<file path="src/tsod_pkg.sv">
// Package with command, option and event index constants for the step option decoder
package tsod_pkg;
  localparam int unsigned CMD_W = 4;
  localparam int unsigned OPT_W = 5;
  localparam int unsigned EVT_N = 16;
  localparam int unsigned IRQ_N = 4;
  localparam int unsigned TRIG_N = 32;
  // Step command codes (upper nibble of a step)
  localparam logic [3:0] CMD_WAIT_HIGH = 4'h4;
  localparam logic [3:0] CMD_WAIT_LOW = 4'h5;
  localparam logic [3:0] CMD_RAISE_IRQ = 4'h7;
  localparam logic [3:0] CMD_PULSE_TRIG = 4'hA;
  // Wait option codes
  localparam logic [3:0] OPT_PWM_SPECIAL = 4'h0;
  localparam logic [3:0] OPT_PWM_MASTER_SYNC = 4'h1;
  localparam logic [3:0] OPT_PWM_GEN_ONE = 4'h2;
  localparam logic [3:0] OPT_PWM_GEN_THREE = 4'h4;
  localparam logic [3:0] OPT_RSVD_A = 4'h5;
  localparam logic [3:0] OPT_RSVD_B = 4'h6;
  localparam logic [3:0] OPT_OUT_CMP_ONE = 4'h7;
  localparam logic [3:0] OPT_OUT_CMP_TWO = 4'h8;
  localparam logic [3:0] OPT_IN_CAP_ONE = 4'h9;
  localparam logic [3:0] OPT_CMP_ONE = 4'hA;
  localparam logic [3:0] OPT_CMP_FOUR = 4'hD;
  localparam logic [3:0] OPT_ADC_DONE = 4'hE;
  localparam logic [3:0] OPT_EXT_IRQ_TWO = 4'hF;
  // Highest interrupt option that is not reserved
  localparam logic [3:0] OPT_IRQ_LAST = 4'h3;
  // Reset values
  localparam logic [7:0] STEP_PTR_RST = 8'h00;
endpackage

</file>
<file path="src/tsod_step_decode.sv">
// Step option decoder of the trigger sequencer
`timescale 1ns/10ps
`default_nettype none
// Overview of operation
// - Wait options 0, 2, 3, 4 pick PWM special event and generators one to three.
// - Wait option 1 picks the PWM master time base sync output.
// - Wait options 7 to 15 pick compares, capture, comparators, ADC done, irq two.
// - Interrupt options 0 to 3 and 16 to 19 raise sequencer interrupts 0 to 3; others reserved.
// - Reserved commands and options execute as a step with no effect.
// - Trigger option 0 to 31 pulses one of thirty-two trigger outputs.
module tsod_step_decode #(
  parameter int unsigned PTR_W = 8
) (
  // Clock and reset
  input wire logic clk_i,
  input wire logic reset_n_i,
  // Step from the queue
  input wire logic step_valid_i,
  input wire logic [3:0] step_cmd_i,
  input wire logic [4:0] step_opt_i,
  // Event sources, index equals wait option code
  input wire logic [tsod_pkg::EVT_N-1:0] event_i,
  // Step control
  output logic step_done_o,
  output logic waiting_o,
  output logic [PTR_W-1:0] step_ptr_o,
  // Outputs to peripherals
  output logic [tsod_pkg::IRQ_N-1:0] seq_irq_o,
  output logic [tsod_pkg::TRIG_N-1:0] trig_out_o
);

  // Event inputs come from logic on this same clock, so they pass no synchroniser

  // Kinds of step that this decoder acts on
  typedef enum {
    kind_wait,
    kind_irq,
    kind_trig,
    kind_nop
  } tsod_kind_type;

  // Decoded command
  tsod_kind_type step_kind;
  logic take;
  logic cmd_wait;
  logic cmd_wait_high;
  logic cmd_irq;
  logic cmd_trig;

  // Decoded option
  logic opt_wait_used;
  logic opt_irq_used;
  logic [tsod_pkg::EVT_N-1:0] evt_pick;
  logic [tsod_pkg::IRQ_N-1:0] irq_hit;
  logic [tsod_pkg::TRIG_N-1:0] trig_hit;

  // Wait condition and retire
  logic sel_level;
  logic cond_met;
  logic retire;

  // Step control state
  logic [PTR_W-1:0] ptr_reg;
  logic [PTR_W-1:0] ptr_next;
  logic done_reg;
  logic done_next;

  // Pulse state
  logic [tsod_pkg::IRQ_N-1:0] irq_reg;
  logic [tsod_pkg::IRQ_N-1:0] irq_next;
  logic [tsod_pkg::TRIG_N-1:0] trig_reg;
  logic [tsod_pkg::TRIG_N-1:0] trig_next;

  // Wait options 5 and 6 name no source
  function automatic logic wait_opt_used(input logic [3:0] opt);
    wait_opt_used = (opt != tsod_pkg::OPT_RSVD_A) && (opt != tsod_pkg::OPT_RSVD_B);
  endfunction

  // Interrupt options above the last one are reserved
  function automatic logic irq_opt_used(input logic [3:0] opt);
    irq_opt_used = opt <= tsod_pkg::OPT_IRQ_LAST;
  endfunction

  // Option match, shared by the three pickers below
  function automatic logic opt_is(input logic [4:0] opt, input logic [4:0] idx);
    opt_is = opt == idx;
  endfunction

  // Source picker: the wait option code is the index of the awaited source
  for (genvar e = 0; e < tsod_pkg::EVT_N; e++) begin : g_evt
    assign evt_pick[e] = opt_is({1'b0, step_opt_i[3:0]}, 5'(e)) && event_i[e];
  end

  // Interrupt line picker, on the low option nibble only
  for (genvar q = 0; q < tsod_pkg::IRQ_N; q++) begin : g_irq_hit
    assign irq_hit[q] = opt_is({1'b0, step_opt_i[3:0]}, 5'(q));
  end

  // Trigger line picker, on all five option bits
  for (genvar t = 0; t < tsod_pkg::TRIG_N; t++) begin : g_trig_hit
    assign trig_hit[t] = opt_is(step_opt_i, 5'(t));
  end

  // Command decode; unknown codes fall to the no-op kind
  always_comb begin
    case (step_cmd_i)
      tsod_pkg::CMD_WAIT_HIGH: begin
        step_kind = kind_wait;
      end
      tsod_pkg::CMD_WAIT_LOW: begin
        step_kind = kind_wait;
      end
      tsod_pkg::CMD_RAISE_IRQ: begin
        step_kind = kind_irq;
      end
      tsod_pkg::CMD_PULSE_TRIG: begin
        step_kind = kind_trig;
      end
      default: begin
        step_kind = kind_nop;
      end
    endcase
  end

  // A step is taken once; the done flag masks the repeat
  always_comb begin
    take = step_valid_i && !done_reg;
    cmd_wait = step_kind == kind_wait;
    cmd_wait_high = step_cmd_i == tsod_pkg::CMD_WAIT_HIGH;
    cmd_irq = step_kind == kind_irq;
    cmd_trig = step_kind == kind_trig;
    opt_wait_used = wait_opt_used(step_opt_i[3:0]);
    opt_irq_used = irq_opt_used(step_opt_i[3:0]);
  end

  // Level sampled, not edge: a source already at the level retires at once
  always_comb begin
    sel_level = |evt_pick;
    cond_met = sel_level == cmd_wait_high;
    retire = 1'b0;
    if (take) begin
      case (step_kind)
        kind_wait: begin
          retire = !opt_wait_used || cond_met;
        end
        kind_irq: begin
          retire = 1'b1;
        end
        kind_trig: begin
          retire = 1'b1;
        end
        default: begin
          retire = 1'b1;
        end
      endcase
    end
  end

  // Step control next state
  // Pointer wraps at the top; the queue owns the step range
  always_comb begin
    done_next = retire;
    ptr_next = ptr_reg;
    if (retire) begin
      ptr_next = PTR_W'(ptr_reg + 1'b1);
    end
  end

  always_ff @(posedge clk_i or negedge reset_n_i) begin
    if (!reset_n_i) begin
      ptr_reg <= tsod_pkg::STEP_PTR_RST[PTR_W-1:0];
      done_reg <= 1'b0;
    end else begin
      ptr_reg <= ptr_next;
      done_reg <= done_next;
    end
  end

  // Interrupt pulses last one cycle; reserved options leave them low
  always_comb begin
    irq_next = '0;
    if (take && cmd_irq && opt_irq_used) begin
      irq_next = irq_hit;
    end
  end

  always_ff @(posedge clk_i or negedge reset_n_i) begin
    if (!reset_n_i) begin
      irq_reg <= '0;
    end else begin
      irq_reg <= irq_next;
    end
  end

  // Trigger pulses last one cycle
  // Every five-bit code names an output, so none is reserved here
  always_comb begin
    trig_next = '0;
    if (take && cmd_trig) begin
      trig_next = trig_hit;
    end
  end

  always_ff @(posedge clk_i or negedge reset_n_i) begin
    if (!reset_n_i) begin
      trig_reg <= '0;
    end else begin
      trig_reg <= trig_next;
    end
  end

  // The done flag blocks a second execution while the queue swaps in the next step
  assign step_done_o = done_reg;
  assign waiting_o = take && cmd_wait && opt_wait_used && !cond_met;
  assign step_ptr_o = ptr_reg;
  assign seq_irq_o = irq_reg;
  assign trig_out_o = trig_reg;

endmodule // tsod_step_decode
`default_nettype wire

</file>
<file path="config.mk">
export PLATFORM = sky130hd
export DESIGN_NAME = tsod_step_decode
export DESIGN_NICKNAME = d
export VERILOG_FILES = /design/src/tsod_pkg.sv /design/src/tsod_step_decode.sv
export SDC_FILE = /design/constraint.sdc
export NUM_CORES = 1
export LEC_CHECK = 0
export BUFFER_PORTS_ARGS = -buffer_cell sky130_fd_sc_hd__buf_2
export CELL_PAD_IN_SITES_DETAIL_PLACEMENT = 0
export CELL_PAD_IN_SITES_GLOBAL_PLACEMENT = 1
export CORE_UTILIZATION = 37
export CTS_CLUSTER_SIZE = 40
export DETAILED_ROUTE_END_ITERATION = 10
export PLACE_DENSITY_LB_ADDON = 0.1
export SYNTH_ARGS = -nofsm -noshare
export SYNTH_HDL_FRONTEND = slang
export SYNTH_SLANG_ARGS = --single-unit
export TNS_END_PERCENT = 5
</file>
<file path="constraint.sdc">
create_clock -name clk_i -period 3.2 [get_ports clk_i]
set_input_delay 0.32 -clock clk_i [delete_from_list [all_inputs] [get_ports clk_i]]
set_output_delay 0.32 -clock clk_i [all_outputs]
set_load 0.02 [all_outputs]
</file>
# After elaboration in Yosys (flattened, before gate mapping)
# Index checks and enable logic that the tools add are counted.
# op_classes
n_addsub	1
magnitude_cmp	1
n_reduce_logical	34
muxes	5
eq_ne	55
# op_table
op	count
5-bit equality test (second input constant)	16
32-bit zero test	2
5-bit by 4-bit equality test with 1-bit output (second input constant)	8
4-bit equality test (second input constant)	9
32-bit by 2-bit equality test with 1-bit output (second input constant)	1
32-bit by 3-bit equality test with 1-bit output (second input constant)	1
32-bit 2-to-1 mux	1
4-bit by 3-bit equality test with 1-bit output (second input constant)	7
1-bit logical AND	24
5-bit by 3-bit equality test with 1-bit output (second input constant)	4
16-bit OR reduction	1
5-bit by 2-bit equality test with 1-bit output (second input constant)	2
8-bit by 1-bit adder with 8-bit output (second input constant)	1
4-bit by 2-bit equality test with 1-bit output (second input constant)	2
4-bit by 3-bit inequality test with 1-bit output (second input constant)	2
2-bit one-hot mux with 3 select lines	1
5-bit by 1-bit equality test with 1-bit output (second input constant)	1
5-bit zero test	1
4-bit by 1-bit equality test with 1-bit output (second input constant)	1
4-bit by 2-bit <= comparator with 1-bit output (second input constant)	1
4-bit zero test	1
4-bit 2-to-1 mux	1
1-bit zero test	3
1-bit 2-to-1 mux	2
other kinds (3)	3
# word_totals
elab_cells	100
inputBits	28
ff_bits	45
output_inout_bits	46

# Logic depth before layout (Yosys ltp)
# depth
ltp_word	7
ltp_mapped	9
depth_no_buf	7

# Least setup slack after synthesis
# OpenSTA, ideal clock, no wires.
# synth_timing
path_type	input -> output
from	input port step_opt_i[1]
to	output port waiting_o
required_time_ps	2880
path_buffers	2
cell_stages	7
arrival_time_ps	1804
slack_ps	1076
path_cell_list	buf_4 > nand2b_1 > buf_2 > nand2_1 > a2111oi_1 > nor4b_2 > o21a_1
# synth_between
elab_chain_len	6
# synth_rtl
element	line	rtl
start, declared	tsod_step_decode.sv:20	input wire logic [4:0] step_opt_i,
4-bit by 1-bit equality test with 1-bit output (tied with other cells)	tsod_step_decode.sv:86	opt_is = opt == idx;
1-bit logical AND	tsod_step_decode.sv:91	assign evt_pick[e] = opt_is({1'b0, step_opt_i[3:0]}, 5'(e)) && event_i[e];
16-bit OR reduction	tsod_step_decode.sv:138	sel_level = |evt_pick;
1-bit equality test	tsod_step_decode.sv:139	cond_met = sel_level == cmd_wait_high;
1-bit zero test	tsod_step_decode.sv:214	assign waiting_o = take && cmd_wait && opt_wait_used && !cond_met;
1-bit logical AND *	tsod_step_decode.sv:214	
end, declared	tsod_step_decode.sv:25	output logic waiting_o,
# Every way passes the cells marked *; elsewhere a longest branch is shown, timed or not.

# Final worst setup path
# layout_timing
from	input port step_opt_i[3]
to	output port waiting_o
# The elaborated chain is that of the path after synthesis.

==> results.md <==
* **outcome** completed
* **IO Count** 74
* **global placement routability congestion** 0.725
* **DIE AREA** 5120 um2
* **Ys Warns** 0
* **critical path endpoint category** output port
* **most frequent cells after synthesis** sky130_fd_sc_hd__dfrtp_1, sky130_fd_sc_hd__nor2_1, sky130_fd_sc_hd__nand2_1
* **number of buffers added by the clock tree synthesis step** 5
* **Synthesized Nets** 186
* **critical path peak fanout** 15
* **number of diodes added for antenna fixing** 0
* **global router's overall resource usage** 16.3%
* **share of synthesized flip-flops with an asynchronous set or reset** 100%
* **number of buffers inserted for hold repair after clock tree synthesis** 0
* **critical-path cell list** buf_2 > mux2_1 > a311oi_1 > a22oi_1 > nor4b_2 > o21a_1 > buf_2
* **number of H-tree levels** 2
* **largest net degree at the start of global routing** 46
* **worst setup skew after layout** 2.79 ps
* **total placed instance area** 2190 um2
* **maxcap violations** 0
* **final worst path period share** 72.8%
* **TritonCTS clock tree** done
* **number of instances in the synthesized netlist** 157
* **end-of-flow core utilization** 50.6%
* **vias in the first global route** 1350
* **Least-Margin Pin Slew** 921 ps
* **dominant cell type by count on the critical path** sky130_fd_sc_hd__buf_2
* **sequential share of the synthesized area** 62.8%
* **unique cell type count in the Yosys netlist** 36
* **combined area of the multi-input logic cells** 607 um2
* **root cell of the clock tree** sky130_fd_sc_hd__clkbuf_8
* **highest clock frequency the design can meet** 0.429 GHz
* **number of enable-type register cells in the synthesized netlist** 0
* **DP Wirelength** 2850 um
* **arrival time reported for the critical path endpoint** 2010 ps
* **maximum vdd ir drop** 0.293 mV
* **Syn Area/Cell** 11.4 um2
* **power per cell area** 531 nW/um2
* **post-CTS setup repair buffer count** 0
* **crit path buf inv count** 2
* **Congestion Overflow GR** 0
* **slowest library cell on the worst path** sky130_fd_sc_hd__nor4b_2
* **number of sinks driven by the clock tree** 45
* **buffers from clock root to sink, at most** 2
* **wire length of the first global-routing pass** 6360 um
* **Iteration-0 DRC Markers** 64
* **main flop type after synthesis** sky130_fd_sc_hd__dfrtp_1
* **setup TNS** 0 ps
* **layout overhead on the synthesized area** 27.2%
* **initial antenna violation count** 0
* **port buffer count** 73
* **family with the most delay on the worst path** compound AO/OA/AOI/OAI gates
* **Total Routed Length** 3840 um
* **filler cell count** 419
* **grt peak-use layer** met2
* **Site Rows** 24
* **unrepaired setup endpoints after global routing** no
* **CP Data Required Time** 2880 ps
* **leading cell type by number of instances after synthesis** sky130_fd_sc_hd__dfrtp_1
* **Avg Vias per Cell** 4.82
* **proportion of layout cells with a drive suffix above 1** 37.8%
* **routed via count** 1375
* **Lkg Pwr** 0.00124 uW
* **share of the synthesized area in the top cell type** 62.8%
* **# DRC** 0
* **cell accounting for the most synthesized area** sky130_fd_sc_hd__dfrtp_1
* **M1 GR Usage** 21.3%
* **met2 demand-to-capacity share in global routing** 26.6%
* **Slew Limit Fails** 0
* **fin nets** 261
* **ranking of synthesized cells by area** sky130_fd_sc_hd__dfrtp_1, sky130_fd_sc_hd__nor2_1, sky130_fd_sc_hd__xnor2_1, sky130_fd_sc_hd__nand2_1, sky130_fd_sc_hd__nand4_1
* **Clock Pin Slew Worst Setup and Hold Paths** 80 ps
* **count of final hold-check violations** 0
* **type of origin of the critical path** input port
* **synthesis-stage register bit count** 45
* **remaining antenna violation count after routing** 0
* **Std-Cell Core Area** 4500 um2
* **met3 Track Usage GR** 4.36%
* **Min Hold Slack** 159 ps
* **post_cts resized** 0
* **Final Instance Area** 2280 um2
* **worst setup path category** input port to output port
* **total iterations of the first detailed-routing run** 4
* **Sequential Area** 1130 um2
* **cell area after synthesis** 1790 um2
* **Die Width** 71.6 um
* **worst skew pair latency** 290 ps
* **final critical path time including I/O delays and setup** 2330 ps
* **maximum single-stage delay on the critical path** 380 ps
* **initial core utilization** 39.8%
* **Setup violations, final** 0
* **average wire per standard cell** 13.5 um
* **worst rel slew slack** 38.6%
* **Chip Height** 71.6 um
* **worst hold path type** input port to async pin
[routing by layer]
layer / share of wire [%] / up-vias
met3: 6.8 / 4
met4: 0.83 / 0
met5: 0 / -
li1: - / 676
met1: 45 / 637
met2: 47 / 58
[final cells by class]
class | instances | share of cell area, %
Multi-Input combinational cell | 102 | 26.6
Timing Repair Buffer | 75 | 16.7
Inverter | 3 | 0.494
Clock inverter | 3 | 0.933
Tap cell | 52 | 2.85
Clock buffer | 5 | 3.02
Sequential cell | 45 | 49.4
[final timing paths]
kind / start / end / slack [ps] / cells past startpoint
setup / recovery: step_opt_i[3] / waiting_o / 870 / 7
hold / removal: reset_n_i / trig_out_o[16]$_DFF_PN0_ / 160 / 1
max in group asynchronous: reset_n_i / step_ptr_o[4]$_DFFE_PN0P_ / 2470 / 1
min in group clk_i: step_cmd_i[0] / seq_irq_o[3]$_DFF_PN0_ / 400 / 3
setup reg to reg: step_done_o$_DFF_PN0_ / step_ptr_o[1]$_DFFE_PN0P_ / 1650 / 3
hold reg to reg: step_ptr_o[7]$_DFFE_PN0P_ / step_ptr_o[7]$_DFFE_PN0P_ / 480 / 1
[cells in the final DEF (no fill, tap or decap), types with 2 or more instances in the layout]
cell / n
sky130_fd_sc_hd__nand2b_1: 2
sky130_fd_sc_hd__and3_1: 2
sky130_fd_sc_hd__xnor2_1: 6
sky130_fd_sc_hd__nand2_1: 11
sky130_fd_sc_hd__inv_1: 3
sky130_fd_sc_hd__buf_4: 2
sky130_fd_sc_hd__nor4bb_1: 2
sky130_fd_sc_hd__clkbuf_8: 5
sky130_fd_sc_hd__mux2i_1: 2
sky130_fd_sc_hd__nor2_1: 40
sky130_fd_sc_hd__nand3_1: 6
sky130_fd_sc_hd__nand4_1: 5
sky130_fd_sc_hd__a311oi_1: 2
sky130_fd_sc_hd__nor2b_1: 4
sky130_fd_sc_hd__dfrtp_1: 45
sky130_fd_sc_hd__buf_2: 73
sky130_fd_sc_hd__mux2_1: 2
[report_power, final]
group	switching [uW]	internal [uW]
sequential	48.4	605
clock	188	155
combinational	128	86.6
total	364	847
[registers in the layout (all words and copies together), names as in the netlist]
name         cells
seq_irq_o        4
step_done_o      1
step_ptr_o       8
trig_out_o      32
[cell families after synthesis]
group           synth area share (%)
simple gates                    23.0
flops                           62.8
buf+inv                         3.28
compound gates                  3.77
xor+xnor                        3.42
mux                             3.00
fa+ha+maj                      0.698
[through the flow]
stage          setup slack, ps  instances  power (uW)
2_1_floorplan             1080        157         788
3_3_place_gp               768        277         870
3_5_place_dp               717        277         880
4_1_cts                    873        285        1230
5_1_grt                    750        285        1290
6_report                   869        285        1210
[worst register-to-register path, cell delays in order, from the launching register on]
cell,delay (ps)
sky130_fd_sc_hd__dfrtp_1,400
sky130_fd_sc_hd__nor2b_1,240
sky130_fd_sc_hd__nor3b_4,430
sky130_fd_sc_hd__mux2_1,370
Note: power is estimated with default switching activity, not from simulation.
